**src/scfg_defs.vh**
```
/*
  Constants for the sensor configuration lock word block: register
  offsets, field positions, codes and timing counts.
  Assumes inclusion by bare name from the design files.
*/
`ifndef SCFG_DEFS_VH
`define SCFG_DEFS_VH

// Word index of the configuration word, byte address is four times it
`define SCFG_CFG_IDX        6'h09
`define SCFG_ADDR_CFG       8'h24
`define SCFG_ADDR_NVM_CTL   8'h40
`define SCFG_ADDR_STATUS    8'h44
`define SCFG_ADDR_CLEAR     8'h48
`define SCFG_ADDR_ENABLE    8'h4c
`define SCFG_ADDR_MON       8'h50

`define SCFG_CFG_W          26
`define SCFG_CFG_RESET      26'h0000000
`define SCFG_CFG_WMASK      26'h3ffffff

`define SCFG_LOCK_LSB       0
`define SCFG_LOCK_MSB       2
`define SCFG_LOCK_NVM       3'h3
`define SCFG_LOCK_FULL      3'h5
`define SCFG_TRIG_LSB       10
`define SCFG_TRIG_MSB       11
`define SCFG_IMM_BIT        12
`define SCFG_COIL_LSB       13
`define SCFG_COIL_MSB       14
`define SCFG_SPARE_BIT      15
`define SCFG_COMP_DIS_BIT   16
`define SCFG_DIAG_MODE_BIT  17
`define SCFG_LST_DIS_BIT    18
`define SCFG_COIL_MON_BIT   19
`define SCFG_UV_DIS_BIT     20
`define SCFG_OV_DIS_BIT     21

`define SCFG_COIL_ON        2'h0
`define SCFG_COIL_HALF      2'h1
`define SCFG_COIL_1_256     2'h2
`define SCFG_COIL_OFF       2'h3

// Trigger ticks: code plus this base
`define SCFG_TRIG_BASE      4'h7

// Settle delay before first message, in microseconds and cycles
`define SCFG_CLK_MHZ        50
`define SCFG_SETTLE_US      1000
`define SCFG_SETTLE_CYC     (`SCFG_SETTLE_US * `SCFG_CLK_MHZ)

// Status bits
`define SCFG_ST_NVM_REJ     0
`define SCFG_ST_REG_REJ     1
`define SCFG_ST_LST_IGN     2
`define SCFG_ST_W           3

`define SCFG_RESP_OKAY      2'h0
`define SCFG_RESP_SLVERR    2'h2

`endif

```
**src/scfg_coil_duty.v**
```verilog
/*
  Compensation coil duty generator: turns the two-bit duty code into
  the coil drive level with an 8-bit phase counter.
  Assumes one clock and a synchronous active-low reset.
*/
`timescale 1ns/1ps
`include "scfg_defs.vh"

module scfg_coil_duty (
  // Clock and reset
  input  wire       clock,
  input  wire       nrst,
  // Duty code
  input  wire [1:0] duty_code,
  // Coil drive
  output reg        coil_on
);

  reg [7:0] phase_reg;

  always @(posedge clock) begin
    if (!nrst) begin
      phase_reg <= 8'h00;
      coil_on   <= 1'b0;
    end else begin
      phase_reg <= phase_reg + 8'h01;
      case (duty_code)
        `SCFG_COIL_ON:    coil_on <= 1'b1;
        `SCFG_COIL_HALF:  coil_on <= phase_reg[0];
        `SCFG_COIL_1_256: coil_on <= (phase_reg == 8'hff);
        `SCFG_COIL_OFF:   coil_on <= 1'b0;
        default:          coil_on <= 1'b0;
      endcase
    end
  end

endmodule

```
**src/scfg_top.v**
```verilog
/*
  Configuration lock word with AXI4-Lite register access, lock gating of
  register and non-volatile writes, and decode of the option fields.
  Assumes an AXI4-Lite master that keeps one write and one read open.
*/
// How it works
// - Lock level 3 refuses non-volatile writes but keeps register writes and all reads.
// - Lock level 5 refuses non-volatile writes and configuration and enable register writes but answers all reads.
// - Lock levels 0, 1, 2, 4, 6 and 7 in bits 2..0 permit all reads and writes.
// - The trigger low-time select picks 7, 8, 9 or 10 ticks for codes 0 to 3.
// - First-message option 0 waits for the signal path to settle, 1 sends at once.
// - Coil duty code 0 always on, 1 half, 2 one in 256, 3 always off.
// - A triggered coil self-test is allowed only while the coil is off.
// - Bit 16 set disables coil drift compensation.
// - Bit 17 clear reports a diagnostic as a diag message in PWM or SENT.
// - Bit 17 set floats the output on diagnostic error, only in PWM format 0.
// - Bit 18 set ignores a logic self-test request, clear runs it.
// - Bit 19 set mutes coil monitor errors at the output.
// - Bit 20 set mutes undervoltage errors at the output.
// - Bit 21 set mutes overvoltage errors at the output.
`timescale 1ns/1ps
`include "scfg_defs.vh"

module scfg_top #(
  parameter SETTLE_CYCLES = `SCFG_SETTLE_CYC
) (
  // Clock and reset
  input  wire        clock,
  input  wire        nrst,
  // AXI4-Lite write address
  input  wire [7:0]  s_axi_awaddr,
  input  wire        s_axi_awvalid,
  output reg         s_axi_awready,
  // AXI4-Lite write data
  input  wire [31:0] s_axi_wdata,
  input  wire [3:0]  s_axi_wstrb,
  input  wire        s_axi_wvalid,
  output reg         s_axi_wready,
  // AXI4-Lite write response
  output reg  [1:0]  s_axi_bresp,
  output reg         s_axi_bvalid,
  input  wire        s_axi_bready,
  // AXI4-Lite read address
  input  wire [7:0]  s_axi_araddr,
  input  wire        s_axi_arvalid,
  output reg         s_axi_arready,
  // AXI4-Lite read data
  output reg  [31:0] s_axi_rdata,
  output reg  [1:0]  s_axi_rresp,
  output reg         s_axi_rvalid,
  input  wire        s_axi_rready,
  // Non-volatile memory write port
  output reg         nvm_wr,
  output reg  [31:0] nvm_wdata,
  // Device events
  input  wire        lst_req,
  input  wire        coil_test_req,
  input  wire        diag_err,
  input  wire        coil_mon_err,
  input  wire        uv_err,
  input  wire        ov_err,
  input  wire        out_fmt_pwm,
  // Decoded controls
  output reg  [3:0]  trig_min_ticks,
  output reg         first_msg_ok,
  output reg         coil_drive,
  output reg         coil_test_go,
  output reg         comp_en,
  output reg         send_diag_msg,
  output reg         out_hiz,
  output reg         lst_run,
  output reg         coil_err_out,
  output reg         uv_err_out,
  output reg         ov_err_out,
  // Interrupt
  output reg         irq
);

  reg [`SCFG_CFG_W-1:0] cfg_reg;
  reg [`SCFG_ST_W-1:0]  status_reg;
  reg [`SCFG_ST_W-1:0]  enable_reg;
  reg [7:0]             awaddr_reg;
  reg [31:0]            wdata_reg;
  reg [3:0]             wstrb_reg;
  reg                   aw_held_reg;
  reg                   w_held_reg;
  reg [31:0]            settle_reg;
  reg                   settled_reg;

  wire [2:0] lock_lvl  = cfg_reg[`SCFG_LOCK_MSB:`SCFG_LOCK_LSB];
  wire [1:0] coil_code = cfg_reg[`SCFG_COIL_MSB:`SCFG_COIL_LSB];
  wire       coil_now;

  // Level 3 blocks only the memory
  wire nvm_lock = (lock_lvl == `SCFG_LOCK_NVM) || (lock_lvl == `SCFG_LOCK_FULL);
  wire reg_lock = (lock_lvl == `SCFG_LOCK_FULL);

  // Act only once both halves are held, so each write touches status once
  wire [7:0]  wa      = aw_held_reg ? awaddr_reg : s_axi_awaddr;
  wire [31:0] wd      = w_held_reg ? wdata_reg : s_axi_wdata;
  wire [3:0]  ws      = w_held_reg ? wstrb_reg : s_axi_wstrb;
  wire        do_wr   = aw_held_reg && w_held_reg && !s_axi_bvalid;

  wire [31:0] bmask = {{8{ws[3]}}, {8{ws[2]}}, {8{ws[1]}}, {8{ws[0]}}};
  wire [31:0] cfg_merge = ({6'h00, cfg_reg} & ~bmask) | (wd & bmask);

  wire hit_cfg = (wa == `SCFG_ADDR_CFG);
  wire hit_nvm = (wa == `SCFG_ADDR_NVM_CTL);
  wire hit_clr = (wa == `SCFG_ADDR_CLEAR);
  wire hit_en  = (wa == `SCFG_ADDR_ENABLE);
  wire hit_ro  = (wa == `SCFG_ADDR_STATUS) || (wa == `SCFG_ADDR_MON);
  wire wr_ok   = hit_cfg || hit_nvm || hit_clr || hit_en || hit_ro;

  wire rej_reg = do_wr && (hit_cfg || hit_en) && reg_lock;
  wire rej_nvm = do_wr && hit_nvm && nvm_lock;

  wire lst_ign = lst_req && cfg_reg[`SCFG_LST_DIS_BIT];

  wire [`SCFG_ST_W-1:0] st_set = {lst_ign, rej_reg, rej_nvm};
  wire [`SCFG_ST_W-1:0] st_clr = (do_wr && hit_clr) ? wd[`SCFG_ST_W-1:0] : {`SCFG_ST_W{1'b0}};

  // Write channel
  always @(posedge clock) begin
    if (!nrst) begin
      aw_held_reg   <= 1'b0;
      w_held_reg    <= 1'b0;
      awaddr_reg    <= 8'h00;
      wdata_reg     <= 32'h00000000;
      wstrb_reg     <= 4'h0;
      s_axi_awready <= 1'b0;
      s_axi_wready  <= 1'b0;
      s_axi_bvalid  <= 1'b0;
      s_axi_bresp   <= `SCFG_RESP_OKAY;
      cfg_reg       <= `SCFG_CFG_RESET;
      enable_reg    <= {`SCFG_ST_W{1'b0}};
      nvm_wr        <= 1'b0;
      nvm_wdata     <= 32'h00000000;
    end else begin
      nvm_wr <= 1'b0;
      s_axi_awready <= !aw_held_reg && !s_axi_awready && s_axi_awvalid;
      s_axi_wready  <= !w_held_reg && !s_axi_wready && s_axi_wvalid;
      if (s_axi_awvalid && s_axi_awready) begin
        aw_held_reg <= 1'b1;
        awaddr_reg  <= s_axi_awaddr;
      end
      if (s_axi_wvalid && s_axi_wready) begin
        w_held_reg <= 1'b1;
        wdata_reg  <= s_axi_wdata;
        wstrb_reg  <= s_axi_wstrb;
      end
      if (s_axi_bvalid && s_axi_bready) begin
        s_axi_bvalid <= 1'b0;
      end
      if (aw_held_reg && w_held_reg && !s_axi_bvalid) begin
        aw_held_reg  <= 1'b0;
        w_held_reg   <= 1'b0;
        s_axi_bvalid <= 1'b1;
        // Refused writes answer SLVERR so software sees the lock
        s_axi_bresp  <= (!wr_ok || rej_reg || rej_nvm || hit_ro) ?
                        `SCFG_RESP_SLVERR : `SCFG_RESP_OKAY;
        if (hit_cfg && !reg_lock) begin
          cfg_reg <= cfg_merge[`SCFG_CFG_W-1:0] & `SCFG_CFG_WMASK;
        end
        if (hit_en && !reg_lock) begin
          enable_reg <= wd[`SCFG_ST_W-1:0];
        end
        if (hit_nvm && !nvm_lock) begin
          nvm_wr    <= 1'b1;
          nvm_wdata <= wd;
        end
      end
    end
  end

  // Status, set wins over clear
  always @(posedge clock) begin
    if (!nrst) begin
      status_reg <= {`SCFG_ST_W{1'b0}};
      irq        <= 1'b0;
    end else begin
      status_reg <= (status_reg & ~st_clr) | st_set;
      irq        <= |(((status_reg & ~st_clr) | st_set) & enable_reg);
    end
  end

  // Read channel, one cycle answer
  always @(posedge clock) begin
    if (!nrst) begin
      s_axi_arready <= 1'b0;
      s_axi_rvalid  <= 1'b0;
      s_axi_rdata   <= 32'h00000000;
      s_axi_rresp   <= `SCFG_RESP_OKAY;
    end else begin
      s_axi_arready <= s_axi_arvalid && !s_axi_arready && !s_axi_rvalid;
      if (s_axi_rvalid && s_axi_rready) begin
        s_axi_rvalid <= 1'b0;
      end
      if (s_axi_arvalid && s_axi_arready) begin
        s_axi_rvalid <= 1'b1;
        s_axi_rresp  <= `SCFG_RESP_OKAY;
        case (s_axi_araddr)
          `SCFG_ADDR_CFG:     s_axi_rdata <= {6'h00, cfg_reg};
          `SCFG_ADDR_STATUS:  s_axi_rdata <= {29'h0, status_reg};
          `SCFG_ADDR_ENABLE:  s_axi_rdata <= {29'h0, enable_reg};
          `SCFG_ADDR_MON:     s_axi_rdata <= {28'h0, settled_reg, coil_now, nvm_lock, reg_lock};
          `SCFG_ADDR_NVM_CTL: s_axi_rdata <= nvm_wdata;
          `SCFG_ADDR_CLEAR:   s_axi_rdata <= 32'h00000000;
          default: begin
            s_axi_rdata <= 32'h00000000;
            s_axi_rresp <= `SCFG_RESP_SLVERR;
          end
        endcase
      end
    end
  end

  scfg_coil_duty u_coil (
    .clock     (clock),
    .nrst      (nrst),
    .duty_code (coil_code),
    .coil_on   (coil_now)
  );

  // Settle timer restarts only at reset
  always @(posedge clock) begin
    if (!nrst) begin
      settle_reg  <= 32'h00000000;
      settled_reg <= 1'b0;
    end else if (!settled_reg) begin
      settle_reg  <= settle_reg + 32'h00000001;
      settled_reg <= (settle_reg >= SETTLE_CYCLES - 1);
    end
  end

  // Decoded controls, all registered
  always @(posedge clock) begin
    if (!nrst) begin
      trig_min_ticks <= `SCFG_TRIG_BASE;
      first_msg_ok   <= 1'b0;
      coil_drive     <= 1'b0;
      coil_test_go   <= 1'b0;
      comp_en        <= 1'b0;
      send_diag_msg  <= 1'b0;
      out_hiz        <= 1'b0;
      lst_run        <= 1'b0;
      coil_err_out   <= 1'b0;
      uv_err_out     <= 1'b0;
      ov_err_out     <= 1'b0;
    end else begin
      trig_min_ticks <= `SCFG_TRIG_BASE + {2'b00, cfg_reg[`SCFG_TRIG_MSB:`SCFG_TRIG_LSB]};
      first_msg_ok   <= cfg_reg[`SCFG_IMM_BIT] || settled_reg;
      coil_drive     <= coil_now;
      coil_test_go   <= coil_test_req && !coil_now && (coil_code == `SCFG_COIL_OFF);
      comp_en        <= !cfg_reg[`SCFG_COMP_DIS_BIT];
      // Float only in PWM; other formats fall back to a message
      out_hiz        <= diag_err && cfg_reg[`SCFG_DIAG_MODE_BIT] && out_fmt_pwm;
      send_diag_msg  <= diag_err && !(cfg_reg[`SCFG_DIAG_MODE_BIT] && out_fmt_pwm);
      lst_run        <= lst_req && !cfg_reg[`SCFG_LST_DIS_BIT];
      coil_err_out   <= coil_mon_err && !cfg_reg[`SCFG_COIL_MON_BIT];
      uv_err_out     <= uv_err && !cfg_reg[`SCFG_UV_DIS_BIT];
      ov_err_out     <= ov_err && !cfg_reg[`SCFG_OV_DIS_BIT];
    end
  end

endmodule

```
**config.mk**
```make
export PLATFORM = sky130hd
export DESIGN_NAME = scfg_top
export DESIGN_NICKNAME = d
export VERILOG_FILES = /design/src/scfg_coil_duty.v /design/src/scfg_top.v
export VERILOG_INCLUDE_DIRS = /design/src
export SDC_FILE = /design/constraint.sdc
export NUM_CORES = 1
export LEC_CHECK = 0
export ABC_AREA = 1
export BUFFER_PORTS_ARGS = -buffer_cell sky130_fd_sc_hd__buf_4
export CORE_ASPECT_RATIO = 0.7
export CORE_MARGIN = 1.5
export CORE_UTILIZATION = 51
export CTS_CLUSTER_SIZE = 16
export DETAILED_ROUTE_END_ITERATION = 16
export GPL_ROUTABILITY_DRIVEN = 0
export HOLD_SLACK_MARGIN = 0.15
export PLACE_DENSITY = 0.76
export RECOVER_POWER = 50
export SYNTH_ARGS = -nofsm -noshare
export SYNTH_HDL_FRONTEND = slang
export SYNTH_SLANG_ARGS = --single-unit
export TNS_END_PERCENT = 50
```
**constraint.sdc**
```tcl
create_clock -name clock -period 1.6 [get_ports clock]
set_clock_uncertainty 0.05 [all_clocks]
set_input_delay 0.24 -clock clock [delete_from_list [all_inputs] [get_ports clock]]
set_output_delay 0.24 -clock clock [all_outputs]
set_load 0.01 [all_outputs]
```
==> results of run 1 <==
==> area by class of cell <==
cell class	instances	area, um2
Multi-Input combinational cell	942	4860
Sequential cell	207	4161
Fill cell	1135	3895
Timing Repair Buffer	319	2813
Clock buffer	31	633.1
Inverter	115	495.5
Tap cell	231	289.0
Clock inverter	4	70.07
==> stage by stage <==
stage               total power [mW]  instances  setup slack [ps]  utilization  instance area, um2
floorplan                      5.849       1317             41.37            -                9001
global placement               6.213       1727            -264.8       0.6328               10900
detailed placement             6.227       1727            -347.1       0.6328               10900
CTS                            11.33       1836            -150.4       0.7327               12610
global route                   11.82       1849            -376.4       0.7738               13320
finish                         11.50       1849            -317.4       0.7738               13320
==> power groups by stage <==
stage,sequential (mW),combinational [mW],clock (mW)
CTS,5.31,0.973,5.05
floorplan,5.43,0.423,0
global placement,5.43,0.787,0
finish,5.32,1.10,5.08
global route,5.33,1.19,5.30
detailed placement,5.43,0.798,0
==> path summary, 6_finish.rpt <==
check / endpoint / slack (ps) / cells past startpoint
worst max-delay path: nvm_wdata[11] / -320 / 10
worst min-delay path: settle_reg[2] / 160 / 4
worst min register to register: s_axi_arready / 400 / 1
worst max register to register: nvm_wdata[11] / -320 / 10
==> cell families after synthesis <==
logic type	share of synthesized area
compound gates	0.1509
xor+xnor	0.003894
fa+ha+maj	0.004172
buf+inv	0.07621
flops	0.4606
other cells	0.0004168
simple gates	0.3039
==> synthesized netlist by cell type, types with 4 or more instances <==
cell	number
o22ai_1	6
nand3_1	42
buf_1	11
nor2_1	227
nand4_1	13
a21oi_1	97
nor3_1	19
nand2_2	8
inv_1	104
inv_2	10
dfxtp_1	207
clkbuf_1	37
nand2_1	335
nor4_1	4
o21ai_0	153
==> cells in the final DEF, fill, tap and decap left out, types with 21 or more instances in the layout <==
| master | instances |
|---|---|
| a21oi_1 | 89 |
| buf_4 | 228 |
| clkbuf_16 | 24 |
| dfxtp_1 | 199 |
| dlygate4sd3_1 | 60 |
| inv_1 | 99 |
| nand2_1 | 319 |
| nand3_1 | 35 |
| nor2_1 | 194 |
| nor2_2 | 22 |
| o21ai_0 | 91 |
| o21ai_1 | 21 |
| o21ai_2 | 34 |
==> routing by layer <==
| metal | up-vias | routed length, um | part of all wire | GRT usage |
|---|---|---|---|---|
| li1 | 4807 | - | - | - |
| met1 | 4824 | 12830 | 0.41 | 0.4108 |
| met2 | 563 | 14470 | 0.46 | 0.5196 |
| met3 | 89 | 3127 | 0.10 | 0.06121 |
| met4 | 0 | 890 | 0.028 | 0.08807 |
| met5 | - | 0 | 0 | 0 |
==> worst min-delay path, delay by kind of cell <==
family	cells	cell delay, ps
and+or+nand+nor	2	90
buffers and inverters	2	350
==> what timing repair did <==
action / in CTS / in global routing
endpoints found under the setup margin: 79 / 88
buffers inserted: 10 / 10
pin swaps: 18 / 40
resized for setup: 109 / 170
endpoints found under the hold margin: 109 / 13
cloned: 5 / 5
hold buffers: 59 / 1
==> results.cfg, run 1 <==
[clock_network]
clock_sinks = 207
cts_buffers = 20
clock_path_buffers = 3
clk_pin_slew_ps = 60
htree_levels = 1
clkLatencyLatePin_ps = 500
cts_tree = yes
cts-root-buf = clkbuf_16

[route]
drc = 0
dr.pass1.iters = 8
drt.antenna.violating_nets = 0
viasPerCell = 5.561
wl_um = 31330
wl_per_cell_um = 16.94
drtIter0Drc = 1235
vias = 10283

[worst_setup_path]
required_ps = 1940
crit_buf_inv = 3
path_cells = buf_6 > nand3b_1 > nand2_2 > nand3_2 > nor2_4 > nand3_4 > buf_8 > clkbuf_16 > o21ai_1 > a21oi_1
setup.worst_path.end_class = flop
cpLargestDelayFamily = simple AND/OR/NAND/NOR gates
start_kind = flop
cp_max_fo = 6
r2r-start = aw_held_reg
worstPathArrival_ps = 2260
critPathMaxStageDelay_ps = 420
cpMaxStageDelayCell = dfxtp_4
startpoint = aw_held_reg
path_class = flop to flop

[yosys]
netlist_area_mm2 = 0.008997
synth_ff_type = dfxtp_1
synth_edf_count = 0
ys_warn_count = 0
synth_top_cell_by_area = dfxtp_1
synth.yosys.seq_area_share = 0.4606
avgSynthCellArea_um2 = 6.837
async_reset_ff_frac = 0
synth_area_leaders = dfxtp_1 46%, nand2_1 14%, nor2_1 9.5%, o21ai_0 8.5%, a21oi_1 5.4%
synth_seq_cells = 207
yosys.cell_types.count = 37
synthCells = 1316
yosysTopAreaCellShare = 0.4606

[pwr]
pwr-share-clk = 0.441
sw_frac_of_total = 0.2374
seq_power_share = 0.462
power.density_mw_per_mm2 = 863.6
power_frac_comb = 0.096
switchingPower_mw = 2.731
irDropWorstVdd_mv = 0.6722
p_int_mw = 8.773
leakage_nw = 5.636

[floorplanning]
start_util = 0.5226
die_h_um = 114.1
coreArea_mm2 = 0.01722
fp.dieArea_mm2 = 0.01846
die_w_um = 161.8
rows = 40
io_pins = 155

[sta]
finalHoldViolCount = 0
relSlewSlack = 0.4776
worstMarginPinSlew_ps = 783.6
setup-violations-final = 73
tns_ps = -13520
min_period_ps = 1917
fin_crit_sh = 1.198
slew_violations = 0
finalWorstSetupSlack_ps = -317.4
fmax_mhz = 521.5
rsz0062_at_grt = yes
hold_ws_ps = 160.1

[outcome]
failed_checks = negative setup slack
outcome = finished, violations left

[global_route]
grt_start_max_net_pins = 65
grt_pass1_wl_um = 46020
antenna_found_initial = 0
overflow = 0
track_usage = 0.3105
grt_pass1_vias = 9313

[placed_design]
port-buffer-count = 152
hpwl_um = 18720

[min_path]
min-delay-start = nrst
min-delay-path-class = primary input to flop

[flow_run]
drv_cap = 0

[layout]
antenna_cells = 0
drive_above_1_share = 0.2781
area_growth_syn_to_layout_pct = 48.06
fin_nets = 1674
Power figures use the tool's default switching activity.
==> inputs of run 2 (changes only) <==
REMOVE_ABC_BUFFERS = 1   (was unset)
==> results.cfg, run 2 (same netlist as run 1, synthesis figures left out) <==
[worst_setup_path]
start_kind = flop
crit_cells = 13
path_cells = inv_8 > nand2_2 > nand2_4 > inv_2 > nand2_1 > nor2_1 > nand2_2 > nor2_4 > buf_12 > nand2_8 > clkinv_8 > nor2_1 > nor2_1
cpMaxStageDelayCell = dfxtp_4
cp_max_fo = 8
r2r-start = aw_held_reg
critPathMaxStageDelay_ps = 430
path_class = flop to flop
cpMostUsedCell = nor2_1
worstPathArrival_ps = 2150
reg2reg_depth = 13
required_ps = 1990
crit_buf_inv = 4
cpLargestDelayFamily = simple AND/OR/NAND/NOR gates
ff2ff_setup_slack_ps = -170
setup.worst_path.end_class = flop

[sta]
finalHoldViolCount = 0
tns_ps = -6511
rsz0062_at_grt = yes
finalWorstSetupSlack_ps = -165.1
hold_ws_ps = 190.3
relSlewSlack = 0.5003
setup-violations-final = 67
worstMarginPinSlew_ps = 748.5
fin_crit_sh = 1.103
min_period_ps = 1765
slew_violations = 0
fmax_mhz = 566.6

[global_route]
grt_pass1_vias = 8733
busiest_layer = met2
grt_pass1_wl_um = 43950
met3_usage = 0.06012
track_usage = 0.2939
use_met1 = 0.4234
grt_start_max_net_pins = 65
antenna_found_initial = 0
overflow = 0
use_met2 = 0.4486

[route]
drtIter0Drc = 810
drt.antenna.violating_nets = 0
wl_um = 27990
wl_per_cell_um = 15.34
dr.pass1.iters = 5
vias = 9658
drc = 0
viasPerCell = 5.295

[layout]
multi_input_area_mm2 = 0.004691
instances_no_fill = 1824
regArea_mm2 = 0.004175
antenna_cells = 0
fin_nets = 1647
final_cell_area_mm2 = 0.01282
layout_commonest_cell = nand2_1
fillers = 1336
area_growth_syn_to_layout_pct = 42.46
layout_common_cells = 320 x nand2_1, 219 x buf_4, 201 x nor2_1
drive_above_1_share = 0.2643

[floorplanning]
rows = 40
coreArea_mm2 = 0.01722
start_util = 0.5226
die_w_um = 161.8
io_pins = 155
die_h_um = 114.1
fp.dieArea_mm2 = 0.01846

[outcome]
outcome = finished, violations left
failed_checks = negative setup slack

[min_path]
min-delay-start = nrst
min-delay-path-class = primary input to flop
whs_endpoint = settle_reg[23]
hold_path_depth = 4

[pwr]
leakage_nw = 5.377
irDropWorstVdd_mv = 0.7367
power.density_mw_per_mm2 = 913.7

[placed_design]
hpwl_um = 18020
dp.cells = 1720
port-buffer-count = 152
place_area_mm2 = 0.01083

[clock_network]
cts_buffers = 21
cts-root-buf = clkbuf_16
clkLatencyLatePin_ps = 500
clock_sinks = 207
clk_pin_slew_ps = 60
htree_levels = 1
clock_path_buffers = 3
cts_tree = yes

[flow_run]
drv_cap = 0
==> run 2: metrics by stage <==
stage          power, mW  setup WS [ps]    util
3_3_place_gp       6.210         -266.1  0.6291
2_1_floorplan      5.791          -1335       -
3_5_place_dp       6.227         -365.8  0.6291
5_1_grt            12.05         -246.6  0.7445
4_1_cts            11.64         -125.5  0.7164
6_report           11.71         -165.1  0.7445
==> run 2: worst max-delay path by stage <==
stage,start,endpoint,slack (ps)
4_1_cts,aw_held_reg,flop,-130
6_report,aw_held_reg,flop,-170
3_5_place_dp,aw_held_reg,flop,-370
2_1_floorplan,w_held_reg,nvm_wdata[10],-1340
3_3_place_gp,aw_held_reg,flop,-270
5_1_grt,aw_held_reg,flop,-250
==> run 2: power by group <==
| group | switching, mW | total, mW | internal [mW] |
|---|---|---|---|
| clock network | 2.11 | 5.36 | 3.26 |
| registers | 0.0671 | 5.32 | 5.25 |
| logic | 0.570 | 1.03 | 0.458 |
==> run 2: final cells by class <==
class                   count  area share
clock buffers              28     0.04617
clock inverters            10     0.01230
flip-flops and latches    207      0.3258
repair buffers            291      0.1895
inverters                 115     0.03778
multi-input cells         942      0.3660
well taps                 231     0.02255
==> run 2: repair_timing <==
item,in CTS,in global routing
endpoints found under the setup margin,78,84
hold endpoints to repair,110,0
hold buffers,58,0
gates cloned,1,2
setup buffers,1,4
gates resized for setup,77,148
pin swaps,4,32
==> run 2: layer usage <==
layer,vias up,part of all wire
met1,4463,0.46
met2,394,0.44
met5,-,0
li1,4752,-
met4,0,0.020
met3,49,0.086
==> run 2: worst register-to-register path: cells and delay by family (launching register included) <==
family / cells / cell delay [ps]
and+or+nand+nor: 9 / 820
DFF: 1 / 430
buffers and inverters: 4 / 410
